File: src/include/lift_seq_pkg.sv
// Constants, register map and state codes of the lift end-position sequencer
package lift_seq_pkg;
	// ****************************************
	// Register byte offsets
	// ****************************************
	localparam logic [7:0] CTRL_OFS = 8'h00; // Mode and command bits
	localparam logic [7:0] MAIN_OFS = 8'h04; // Main speed setpoint
	localparam logic [7:0] HIGH_OFS = 8'h08; // High speed setpoint
	localparam logic [7:0] LOW_OFS = 8'h0c; // Low speed setpoint
	localparam logic [7:0] STAT_OFS = 8'h10; // Read-only status
	// ****************************************
	// Control field positions
	// ****************************************
	localparam int APP_LSB = 0; // application_select, 4 bits
	localparam int SHUT_BIT = 4; // end_position_shutdown_en
	localparam int BYP_BIT = 5; // sensor_bypass
	localparam int DIR_BIT = 6; // direction_select
	localparam int ON_BIT = 7; // ON command level
	localparam int STOPT_LSB = 8; // stop_sensor_eval_type, 3 bits
	localparam int SLOWT_LSB = 12; // slow_sensor_eval_type, 3 bits
	localparam logic [31:0] CTRL_MASK = 32'h0000_77ff; // Writable bits
	localparam logic [31:0] CTRL_RST = 32'h0000_1119; // Lift, shutdown on, level
	localparam logic [31:0] SPEED_RST = 32'h0000_0000; // Setpoints after reset
	// ****************************************
	// Encodings
	// ****************************************
	localparam logic [3:0] APP_ONE = 4'h9; // Two positions, one speed
	localparam logic [3:0] APP_TWO = 4'ha; // Two positions, two speeds
	localparam logic [2:0] EVAL_HIGH = 3'h1; // High level
	localparam logic [2:0] EVAL_LOW = 3'h2; // Low level
	localparam logic [2:0] EVAL_RISE = 3'h3; // Rising edge
	localparam logic [2:0] EVAL_FALL = 3'h4; // Falling edge
	localparam int SNS_STOP_POS = 0; // Sensor index order
	localparam int SNS_STOP_NEG = 1;
	localparam int SNS_SLOW_POS = 2;
	localparam int SNS_SLOW_NEG = 3;
	typedef enum logic [4:0] {
		S_IDLE = 5'h01, // Motor off, waiting for ON
		S_RUN_HIGH = 5'h02, // Main or high speed
		S_RUN_LOW = 5'h04, // Low speed
		S_HELD = 5'h08, // Level stop, restarts by itself
		S_LATCHED = 5'h10 // Stopped until ON drops
	} seq_state_t;
endpackage

File: src/hw/lift_end_position_sequencer.sv
// Lift end-position sequencer with AHB-Lite register slave
//
// The implementer's own choices: the AHB-Lite interface to the registers and the address map.
`timescale 1ns/10ps
// Summary of operation
// - Selector 9: one speed, two stop sensors
// - Selector 10: two speeds, four sensors
// - One speed: ON runs at main setpoint
// - Two speeds: ON runs at high setpoint
// - Direction select 0 positive, 1 negative
// - No shutdown: any stop sensor stops
// - No shutdown: any slow sensor slows
// - Slow sensors use their own evaluation type
// - Level type, no shutdown: auto restart
// - Edge type: stay stopped until new ON
// - No shutdown, bypass: ignore all sensors
// - Shutdown, positive travel: positive stop only
// - Shutdown, negative travel: negative stop only
// - Shutdown, two speeds: own-direction sensors only
// - After end stop: new ON, opposite direction
// - Shutdown: bypass does not mask sensors
// - Shutdown, level: stop stays latched
// - Shutdown, level: low speed stays latched
module lift_end_position_sequencer #(
	parameter int ADDR_W = 8, // Decoded address bits
	parameter int SPEED_W = 16 // Setpoint width
) (
	input wire logic hclk, // Bus and system clock
	input wire logic hresetn, // Async reset, active low
	input wire logic hsel, // Slave select
	input wire logic [ADDR_W-1:0] haddr, // Byte address
	input wire logic [1:0] htrans, // Transfer type
	input wire logic hwrite, // Write when high
	input wire logic [2:0] hsize, // Transfer size
	input wire logic [31:0] hwdata, // Write data
	input wire logic hready, // Bus ready in
	output logic [31:0] hrdata, // Read data
	output logic hreadyout, // Slave ready out
	output logic hresp, // Always OKAY
	input wire logic stop_sensor_pos, // Stop sensor, positive end
	input wire logic stop_sensor_neg, // Stop sensor, negative end
	input wire logic slow_sensor_pos, // Low-speed sensor, positive
	input wire logic slow_sensor_neg, // Low-speed sensor, negative
	output logic run_enable, // Ramp generator may run
	output logic normal_stop_ramp, // Ramp down to standstill
	output logic [SPEED_W-1:0] speed_setpoint, // Target speed
	output logic direction_neg // High for negative travel
);
	import lift_seq_pkg::*;

	// ****************************************
	// Elaboration check
	// ****************************************
	if (SPEED_W < 1 || SPEED_W > 32 || ADDR_W < 8) begin : g_bad_param
		$error("lift sequencer: SPEED_W must be 1..32 and ADDR_W at least 8");
	end

	// ****************************************
	// Register storage
	// ****************************************
	logic [31:0] ctrl; // Control word
	logic [SPEED_W-1:0] main_speed_setpoint; // One-speed target
	logic [SPEED_W-1:0] high_speed_setpoint; // Two-speed fast target
	logic [SPEED_W-1:0] low_speed_setpoint; // Two-speed slow target
	logic wr_pend; // Write data phase pending
	logic [7:0] wr_addr; // Address of pending write
	logic rd_pend; // Read wait cycle pending
	logic [7:0] rd_addr; // Address of pending read

	// ****************************************
	// Control fields
	// ****************************************
	wire [3:0] application_select = ctrl[APP_LSB+:4];
	wire end_position_shutdown_en = ctrl[SHUT_BIT];
	wire sensor_bypass = ctrl[BYP_BIT];
	wire direction_select = ctrl[DIR_BIT];
	wire on_cmd = ctrl[ON_BIT];
	wire [2:0] stop_sensor_eval_type = ctrl[STOPT_LSB+:3];
	wire [2:0] slow_sensor_eval_type = ctrl[SLOWT_LSB+:3];
	wire mode_one = (application_select == APP_ONE);
	wire mode_two = (application_select == APP_TWO);
	wire mode_ok = mode_one | mode_two;

	// ****************************************
	// AHB-Lite decode
	// ****************************************
	wire addr_take = hsel & hready & htrans[1]; // Nonseq or seq phase
	wire word_ok = (hsize == 3'h2); // Only whole-word writes act; reads of any size are taken
	wire wr_take = addr_take & hwrite & word_ok;
	wire rd_take = addr_take & ~hwrite;
	wire [7:0] haddr_lo = haddr[7:0];
	wire hi_zero = (haddr >> 8) == '0; // Aliases above 8 bits unmapped
	wire [31:0] stat_word;
	wire [31:0] rd_mux = (rd_addr == CTRL_OFS) ? ctrl :
		(rd_addr == MAIN_OFS) ? 32'(main_speed_setpoint) :
		(rd_addr == HIGH_OFS) ? 32'(high_speed_setpoint) :
		(rd_addr == LOW_OFS) ? 32'(low_speed_setpoint) :
		(rd_addr == STAT_OFS) ? stat_word : 32'h0000_0000;

	// Address phase capture; reads take one wait state so data is a flop
	always_ff @(posedge hclk or negedge hresetn) begin
		if (!hresetn) begin
			wr_pend <= 1'b0;
			wr_addr <= 8'h00;
			rd_pend <= 1'b0;
			rd_addr <= 8'h00;
		end else begin
			wr_pend <= wr_take & hi_zero;
			wr_addr <= haddr_lo;
			rd_pend <= rd_take;
			rd_addr <= hi_zero ? haddr_lo : 8'hff;
		end
	end

	// Read answer and ready; response is never an error
	always_ff @(posedge hclk or negedge hresetn) begin
		if (!hresetn) begin
			hrdata <= 32'h0000_0000;
			hreadyout <= 1'b1;
			hresp <= 1'b0;
		end else begin
			hreadyout <= ~rd_take; // Low for the one wait cycle
			hresp <= 1'b0;
			if (rd_pend) begin
				hrdata <= rd_mux;
			end
		end
	end

	// Register writes in the data phase; status and unmapped ignore writes
	always_ff @(posedge hclk or negedge hresetn) begin
		if (!hresetn) begin
			ctrl <= CTRL_RST;
			main_speed_setpoint <= SPEED_RST[SPEED_W-1:0];
			high_speed_setpoint <= SPEED_RST[SPEED_W-1:0];
			low_speed_setpoint <= SPEED_RST[SPEED_W-1:0];
		end else if (wr_pend) begin
			if (wr_addr == CTRL_OFS) ctrl <= hwdata & CTRL_MASK;
			if (wr_addr == MAIN_OFS) main_speed_setpoint <= hwdata[SPEED_W-1:0];
			if (wr_addr == HIGH_OFS) high_speed_setpoint <= hwdata[SPEED_W-1:0];
			if (wr_addr == LOW_OFS) low_speed_setpoint <= hwdata[SPEED_W-1:0];
		end
	end

	// ****************************************
	// Sensor synchronisers and evaluation
	// ****************************************
	wire [3:0] sns_pin = {slow_sensor_neg, slow_sensor_pos, stop_sensor_neg, stop_sensor_pos};
	logic [3:0] sns_meta; // First stage, read by second only
	logic [3:0] sns_sync; // Safe level
	logic [3:0] sns_prev; // Level one cycle earlier
	logic [3:0] trig; // Evaluated trigger per sensor

	for (genvar i = 0; i < 4; i++) begin : g_sns
		// Stop sensors share one type, slow sensors the other
		wire [2:0] etype = (i < 2) ? stop_sensor_eval_type : slow_sensor_eval_type;
		always_ff @(posedge hclk or negedge hresetn) begin
			if (!hresetn) begin
				sns_meta[i] <= 1'b0;
				sns_sync[i] <= 1'b0;
				sns_prev[i] <= 1'b0;
			end else begin
				sns_meta[i] <= sns_pin[i];
				sns_sync[i] <= sns_meta[i];
				sns_prev[i] <= sns_sync[i];
			end
		end
		// Unlisted codes never trigger, so the lift cannot be stopped by them
		assign trig[i] = (etype == EVAL_HIGH) ? sns_sync[i] :
			(etype == EVAL_LOW) ? ~sns_sync[i] :
			(etype == EVAL_RISE) ? (sns_sync[i] & ~sns_prev[i]) :
			(etype == EVAL_FALL) ? (~sns_sync[i] & sns_prev[i]) : 1'b0;
	end

	// ****************************************
	// Sensor selection
	// ****************************************
	seq_state_t state; // Sequencer state
	seq_state_t next_state;
	logic cur_dir; // Direction of the present run
	logic last_dir; // Direction of the last end stop
	logic blocked; // Same direction refused after end stop
	logic on_prev; // ON level one cycle earlier
	wire on_rise = on_cmd & ~on_prev; // Fresh ON command
	// Shutdown picks the sensor of the travel direction and ignores bypass
	wire stop_dir = cur_dir ? trig[SNS_STOP_NEG] : trig[SNS_STOP_POS];
	wire slow_dir = cur_dir ? trig[SNS_SLOW_NEG] : trig[SNS_SLOW_POS];
	wire stop_any = trig[SNS_STOP_POS] | trig[SNS_STOP_NEG];
	wire slow_any = trig[SNS_SLOW_POS] | trig[SNS_SLOW_NEG];
	wire stop_hit = end_position_shutdown_en ? stop_dir :
		(~sensor_bypass & stop_any);
	wire slow_hit = mode_two & (end_position_shutdown_en ? slow_dir :
		(~sensor_bypass & slow_any));
	wire stop_edge = (stop_sensor_eval_type == EVAL_RISE) |
		(stop_sensor_eval_type == EVAL_FALL);
	wire slow_level = (slow_sensor_eval_type == EVAL_HIGH) |
		(slow_sensor_eval_type == EVAL_LOW);
	// Shutdown or edge evaluation keeps the motor down after a stop
	wire stop_latch = end_position_shutdown_en | stop_edge;
	// After an end stop only the opposite direction may start
	wire dir_refused = blocked & (direction_select == last_dir);
	wire start = on_rise & mode_ok & ~dir_refused;
	// Stop target carries the full state code, not a single bit
	seq_state_t stop_to;
	assign stop_to = stop_latch ? S_LATCHED : S_HELD;
	wire is_run = (state == S_RUN_HIGH) | (state == S_RUN_LOW);
	assign stat_word = {19'h0, is_run, sns_sync, last_dir, blocked, cur_dir, state};

	// ****************************************
	// Next-state logic
	// ****************************************
	always_comb begin
		next_state = state;
		unique case (state)
			S_IDLE: begin
				if (start) next_state = S_RUN_HIGH;
			end
			S_RUN_HIGH: begin
				if (stop_hit) next_state = seq_state_t'(stop_to);
				else if (slow_hit) next_state = S_RUN_LOW;
			end
			S_RUN_LOW: begin
				// With shutdown the slow state holds after the level goes
				if (stop_hit) next_state = seq_state_t'(stop_to);
				else if (!end_position_shutdown_en && slow_level && !slow_hit)
					next_state = S_RUN_HIGH;
			end
			S_HELD: begin
				if (!stop_hit) next_state = slow_hit ? S_RUN_LOW : S_RUN_HIGH;
			end
			S_LATCHED: begin
				next_state = S_LATCHED;
			end
		endcase
		// Dropping ON or leaving the lift modes always ends the run
		if (!on_cmd || !mode_ok) next_state = S_IDLE;
	end

	// ****************************************
	// State and direction registers
	// ****************************************
	wire end_stop = is_run & stop_hit & end_position_shutdown_en & on_cmd & mode_ok;

	// State, ON edge memory and direction bookkeeping
	always_ff @(posedge hclk or negedge hresetn) begin
		if (!hresetn) begin
			state <= S_IDLE;
			on_prev <= 1'b0;
			cur_dir <= 1'b0;
			last_dir <= 1'b0;
			blocked <= 1'b0;
		end else begin
			state <= next_state;
			on_prev <= on_cmd;
			if (state == S_IDLE && start) begin
				cur_dir <= direction_select;
				blocked <= 1'b0;
			end else if (end_stop) begin
				last_dir <= cur_dir;
				blocked <= 1'b1;
			end
		end
	end

	// ****************************************
	// Motor outputs
	// ****************************************
	wire next_run = (state == S_RUN_HIGH) | (state == S_RUN_LOW);
	wire [SPEED_W-1:0] run_speed = mode_two ? high_speed_setpoint : main_speed_setpoint;
	wire [SPEED_W-1:0] next_speed = (state == S_RUN_LOW) ? low_speed_setpoint :
		(state == S_RUN_HIGH) ? run_speed : '0;

	// Outputs lag the state by one cycle; the ramp generator shapes speed
	always_ff @(posedge hclk or negedge hresetn) begin
		if (!hresetn) begin
			run_enable <= 1'b0;
			normal_stop_ramp <= 1'b1;
			speed_setpoint <= '0;
			direction_neg <= 1'b0;
		end else begin
			run_enable <= next_run;
			normal_stop_ramp <= ~next_run;
			speed_setpoint <= next_speed;
			direction_neg <= cur_dir;
		end
	end
endmodule // lift_end_position_sequencer

File: config.mk
export PLATFORM = sky130hd
export DESIGN_NAME = lift_end_position_sequencer
export DESIGN_NICKNAME = d
export VERILOG_FILES = /design/src/include/lift_seq_pkg.sv /design/src/hw/lift_end_position_sequencer.sv
export SDC_FILE = /design/constraint.sdc
export NUM_CORES = 1
export LEC_CHECK = 0
export ABC_CLOCK_PERIOD_IN_PS = 4600
export BUFFER_PORTS_ARGS = -buffer_cell sky130_fd_sc_hd__buf_2
export CORE_ASPECT_RATIO = 2
export CORE_MARGIN = 4
export CORE_UTILIZATION = 48
export DETAILED_ROUTE_END_ITERATION = 8
export PLACE_DENSITY = 0.7
export SYNTH_ARGS = -nofsm -noshare
export SYNTH_HDL_FRONTEND = slang
export SYNTH_SLANG_ARGS = --single-unit
export TNS_END_PERCENT = 100
File: constraint.sdc
create_clock -name hclk -period 4.6 [get_ports hclk]
set_input_delay 0.46 -clock hclk [delete_from_list [all_inputs] [get_ports hclk]]
set_output_delay 0.46 -clock hclk [all_outputs]
set_load 0.01 [all_outputs]
== Word level (Yosys, flattened, before mapping) ==
Index checks and enable logic that the tools add are counted.

* Word-level logic and storage cells: 157
* Output and inout bits: 53
* Input port bits: 54
* Register bits: 145

* Bitwise gates (word level): 46
* Equal/unequal tests: 25
* Muxes and demuxes: 40
* Reduce and logical (&&, ||, !) cells: 16

{| class="wikitable"
|+ Operators by type and width
! cell !! count
|-
| two-way mux 16 bit || 7
|-
| two-way mux 5 bit || 8
|-
| one-hot mux 5 bit (5 select lines) || 1
|-
| bitwise AND 1 bit || 24
|-
| two-way mux 1 bit || 22
|-
| == test 8 x 4 -> 1 bit, second input constant || 2
|-
| == test 3 x 2 -> 1 bit, second input constant || 5
|-
| NOT 1 bit || 15
|-
| two-way mux 13 bit || 1
|-
| AND reduction 2 bit || 5
|-
| == test 4 bit, second input constant || 2
|-
| == test 8 x 3 -> 1 bit, second input constant || 1
|-
| == test 8 x 5 -> 1 bit, second input constant || 1
|-
| logical NOT 8 bit || 1
|-
| bitwise OR 1 bit || 7
|-
| == test 3 x 1 -> 1 bit, second input constant || 2
|-
| == test 3 bit, second input constant || 2
|-
| inequality test 3 bit, second input constant || 2
|-
| == test 5 x 1 -> 1 bit, second input constant || 1
|-
| == test 5 x 2 -> 1 bit, second input constant || 1
|-
| == test 5 x 3 -> 1 bit, second input constant || 1
|-
| == test 5 x 4 -> 1 bit, second input constant || 1
|-
| == test 5 bit, second input constant || 1
|-
| logical NOT 1 bit || 4
|-
| other kinds (8) || 10
|}

== Logic depth before layout (Yosys ltp) ==
* Depth after elaboration: 16
* Gate-level depth with buffers: 8
* Mapped depth without buffers: 7

== Worst setup path after synthesis ==
OpenSTA, ideal clock, no wires.

* Kind: register to register
* Start point: reg ctrl[8]
* End point: reg state[1]
* Setup time: 0.094 ns
* Arrival time: 1.935 ns
* Cell stages (with the launch flop): 9
* Setup slack: 2.571 ns
* Path buffers: 1
* Clock period less this slack: 2.029 ns
* Required time: 4.506 ns
* Cells stage by stage: dfstp_2 -> buf_6 -> or3b_1 -> a21oi_2 -> nor4_1 -> nor3_2 -> a21oi_1 -> o311ai_1 -> a221oi_2

* Word-level cells in the longest chain between the ends: 11
* Elaborated cells between the ends (all ways): 24
* Those cells by class: eq/ne (7); mux (14); bitwise (2); reduce/logical (1)

{| class="wikitable"
|+ Ends and longest elaborated chain
! element !! line !! source
|-
| start: declaration || lift_end_position_sequencer.sv:61 || <nowiki>logic [31:0] ctrl;</nowiki>
|-
| start signal: assignment || lift_end_position_sequencer.sv:138 || <nowiki>if (wr_addr == CTRL_OFS) ctrl <= hwdata & CTRL_MASK;</nowiki>
|-
| == test 3 bit || lift_end_position_sequencer.sv:172 || <nowiki>(etype == EVAL_FALL) ? (~sns_sync[i] & sns_prev[i]) : 1'b0;</nowiki>
|-
| two-way mux 1 bit || lift_end_position_sequencer.sv:172 ||
|-
| two-way mux 1 bit || lift_end_position_sequencer.sv:171 || <nowiki>(etype == EVAL_RISE) ? (sns_sync[i] & ~sns_prev[i]) :</nowiki>
|-
| two-way mux 1 bit || lift_end_position_sequencer.sv:170 || <nowiki>(etype == EVAL_LOW) ? ~sns_sync[i] :</nowiki>
|-
| two-way mux 1 bit || lift_end_position_sequencer.sv:169 || <nowiki>assign trig[i] = (etype == EVAL_HIGH) ? sns_sync[i] :</nowiki>
|-
| bitwise OR 1 bit || lift_end_position_sequencer.sv:188 || <nowiki>wire stop_any = trig[SNS_STOP_POS] | trig[SNS_STOP_NEG];</nowiki>
|-
| bitwise AND 1 bit || lift_end_position_sequencer.sv:191 || <nowiki>(~sensor_bypass & stop_any);</nowiki>
|-
| two-way mux 1 bit (*) || lift_end_position_sequencer.sv:190 || <nowiki>wire stop_hit = end_position_shutdown_en ? stop_dir :</nowiki>
|-
| two-way mux 5 bit, on equally long branches || lift_end_position_sequencer.sv:224, lift_end_position_sequencer.sv:219 ||
|-
| one-hot mux 5 bit (5 select lines) || lift_end_position_sequencer.sv:214 || <nowiki>unique case (state)</nowiki>
|-
| two-way mux 5 bit || lift_end_position_sequencer.sv:236 || <nowiki>if (!on_cmd || !mode_ok) next_state = S_IDLE;</nowiki>
|-
| end signal: assignment || lift_end_position_sequencer.sv:253 || <nowiki>state <= next_state;</nowiki>
|-
| end: declaration || lift_end_position_sequencer.sv:178 || <nowiki>seq_state_t state;</nowiki>
|}

Every way passes the cells marked *; elsewhere a longest branch is shown, timed or not.
A chain may end at the register's enable or synchronous reset.

==> load_flow_metrics.sql <==
INSERT INTO impl_metrics (metric_group, metric, value, unit) VALUES
('cells_and_area', 'syn_to_final_growth', '16.2', '%'),
('clock_tree', 'htreeDepth', '4', ''),
('synthesis', 'synthesized_area_fraction_occupied_by_adder_cells', '0', ''),
('grt', 'antenna_found_initial', '0', ''),
('routing', 'detailedRoute.firstIterationViolations', '230', ''),
('grt', 'grt_max_degree', '82', ''),
('power_and_ir_drop', 'p_clk_frac', '0.472', ''),
('sta', 'timing.slew.headroom', '0.300', ''),
('worst_setup_path', 'worst_setup_end_kind', 'flop', ''),
('floorplan', 'boundaryPins', '107', ''),
('synthesis', 'synthDominantCellAreaShare', '0.508', ''),
('synthesis', 'synth_warnings', '0', ''),
('worst_hold_path', 'timing.hold.worst_endpoint', 'sns_meta[1]$_DFF_PN0_', ''),
('sta', 'timing.final.crit_period', '2690', 'ps'),
('cells_and_area', 'stdcell_area', '0.00693', 'mm²'),
('power_and_ir_drop', 'max-vdd-ir-drop', '0.000310', 'V'),
('flow_run', 'max_cap_viol_count', '0', ''),
('synthesis', 'syn_inst', '515', ''),
('routing', 'drt_drc_violations_left', '0', ''),
('routing', 'routed_wirelength', '15.4', 'mm'),
('sta', 'rsz_0062_raised_after_global_routing', 'no', ''),
('grt', 'grt-ovfl-total', '0', ''),
('cells_and_area', 'antennaDiodeCount', '0', ''),
('routing', 'drt-vias-per-instance', '6.02', ''),
('power_and_ir_drop', 'power_report.internal_total', '2010', 'µW'),
('cells_and_area', 'fill_cells', '1038', ''),
('routing', 'route.vias.total', '4483', ''),
('placement', 'post_dp_cell_area', '0.00636', 'mm²'),
('power_and_ir_drop', 'switching_power', '687', 'µW'),
('floorplan', 'floorplan.initialDensity', '0.489', ''),
('synthesis', 'ys_seq_elements', '129', ''),
('power_and_ir_drop', 'power.density_cell_area', '389', 'mW/mm²'),
('routing', 'drt_pass1_iterations', '5', ''),
('sta', 'finClkSkew', '8.67', 'ps'),
('worst_setup_path', 'reg2reg_to', 'main_speed_setpoint[9]$_DFFE_PN0P_', ''),
('worst_setup_path', 'critical_path.startpoint_type', 'flop', ''),
('worst_hold_path', 'whs_path_depth', '1', ''),
('floorplan', 'fp-row-count', '57', ''),
('clock_tree', 'cts_root_buf', 'clkbuf_16', ''),
('floorplan', 'floorplan.die.height', '166', 'µm'),
('worst_setup_path', 'timing.critical_path.cells', 'nor2_1 > and2_1 > and2_1 > nand2_2 > mux2_1', ''),
('clock_tree', 'cts-buffers-inserted', '17', ''),
('cells_and_area', 'final_core_util', '0.568', ''),
('worst_setup_path', 'r2r_slack', '1910', 'ps'),
('power_and_ir_drop', 'power_frac_seq', '0.461', ''),
('sta', 'slew_viol_final', '0', ''),
('floorplan', 'fp.coreArea', '0.0122', 'mm²'),
('synthesis', 'postSynth.asyncResetShare', '1.00', ''),
('worst_setup_path', 'critical_path_buf_inv_count', '0', ''),
('synthesis', 'post_synth_main_area_contributors', 'dfrtp_1 51%, mux2_2 6.4%, mux2_1 5.9%', ''),
('sta', 'hold-worst-slack', '144', 'ps'),
('sta', 'setup-violations-final', '0', ''),
('placement', 'portBuffers', '72', ''),
('synthesis', 'register_area_share_after_synthesis', '0.543', ''),
('synthesis', 'synth.avg_cell_area', '11.6', 'µm²'),
('status', 'run_status', 'finished clean', ''),
('worst_hold_path', 'hold_class', 'primary input to flop', ''),
('worst_setup_path', 'critical_path_required', '4890', 'ps'),
('routing', 'drt.antenna.violating_nets', '0', ''),
('synthesis', 'synth_common_cells', '121 x dfrtp_1, 47 x nand2_1, 45 x o21ai_0, 34 x mux2_2, 31 x mux2_1', ''),
('synthesis', 'yosys_most_used_dff', 'dfrtp_1', ''),
('grt', 'via_count_of_the_first_global_routing_pass', '4655', ''),
('clock_tree', 'tritoncts_num_sinks', '129', ''),
('worst_setup_path', 'r2r_start', 'rd_addr[1]$_DFF_PN0_', ''),
('synthesis', 'synth.distinct_cells', '61', ''),
('clock_tree', 'clk_pin_slew', '60', 'ps'),
('clock_tree', 'cts_hold_buf', '0', ''),
('worst_setup_path', 'worst-setup-path-type', 'flop to flop', ''),
('sta', 'final_min_period_over_clock_period', '0.586', ''),
('sta', 'tightest_slew', '1050', 'ps'),
('clock_tree', 'tritoncts', 'done', '');
-- worst max path at each step --
| stage | end | startpoint | slack (ps) | cells past startpoint |
|---|---|---|---|---|
| 2_1_floorplan | state[1]$_DFFE_PN0P_ | ctrl[8]$_DFFE_PN1P_ | 2570 | 8 |
| 3_3_place_gp | low_speed_setpoint[8]$_DFFE_PN0P_ | rd_addr[5]$_DFF_PN0_ | 1990 | 4 |
| 3_5_place_dp | main_speed_setpoint[9]$_DFFE_PN0P_ | rd_addr[1]$_DFF_PN0_ | 1950 | 5 |
| 4_1_cts | main_speed_setpoint[9]$_DFFE_PN0P_ | rd_addr[1]$_DFF_PN0_ | 1940 | 5 |
| 5_1_grt | main_speed_setpoint[9]$_DFFE_PN0P_ | rd_addr[1]$_DFF_PN0_ | 1860 | 5 |
| 6_report | main_speed_setpoint[9]$_DFFE_PN0P_ | rd_addr[1]$_DFF_PN0_ | 1910 | 5 |
-- cell usage in the layout (no fill, tap or decap), drive strengths merged, types with 18 or more instances in the layout --
master,count
dfrtp,121
mux2,65
buf,78
nor2,20
nand2,48
a21oi,25
clkbuf,20
a22o,18
o21ai,51
mux2i,19
-- sequential cells by signal, summed over array words and instances (netlist names), 4 cells and up --
| name | count |
|---|---|
| state | 5 |
| sns_meta | 4 |
| hrdata | 16 |
| sns_prev | 4 |
| rd_addr | 8 |
| speed_setpoint | 16 |
| high_speed_setpoint | 16 |
| ctrl | 14 |
| sns_sync | 4 |
| low_speed_setpoint | 16 |
| main_speed_setpoint | 16 |
-- through the flow --
stage,setup WS (ps),std cells,power [µW]
after detailed placement,1950,713,1440
after global routing,1860,745,2790
after floorplan,2570,531,1360
after global placement,1990,713,1430
after CTS,1940,745,2710
final,1910,745,2690
-- metal layers --
layer  track usage  share of wire  vias up
met3        0.0383          0.054       35
met2         0.392           0.55      220
li1              -              -     1971
met1         0.253           0.35     2257
met4         0.115          0.038        0
met5             0              0        -
-- layout make-up --
type / count / area, µm² / share of cell area
flip-flops and latches: 129 / 3240 / 0.467
multi-input cells: 351 / 2500 / 0.361
clock buffers: 20 / 467 / 0.0674
repair buffers: 78 / 408 / 0.0589
well taps: 147 / 184 / 0.0265
clock inverters: 12 / 98.8 / 0.0143
inverters: 8 / 30.0 / 0.00433
-- logic make-up after synthesis --
logic type                Yosys count
DFF                               129
and+or+nand+nor                   128
AOI/OAI and AO/OA                 117
muxes                              84
buffers and inverters              51
xor gates and xnor gates            5
other                               1
-- power groups by stage --
| stage | logic (µW) | clock network [µW] | registers [µW] |
|---|---|---|---|
| after detailed placement | 181 | 0 | 1260 |
| final | 180 | 1270 | 1240 |
| after global routing | 201 | 1340 | 1250 |
| after global placement | 175 | 0 | 1260 |
| after floorplan | 111 | 0 | 1250 |
| after CTS | 182 | 1290 | 1240 |
(Power assumes the default switching activity.)
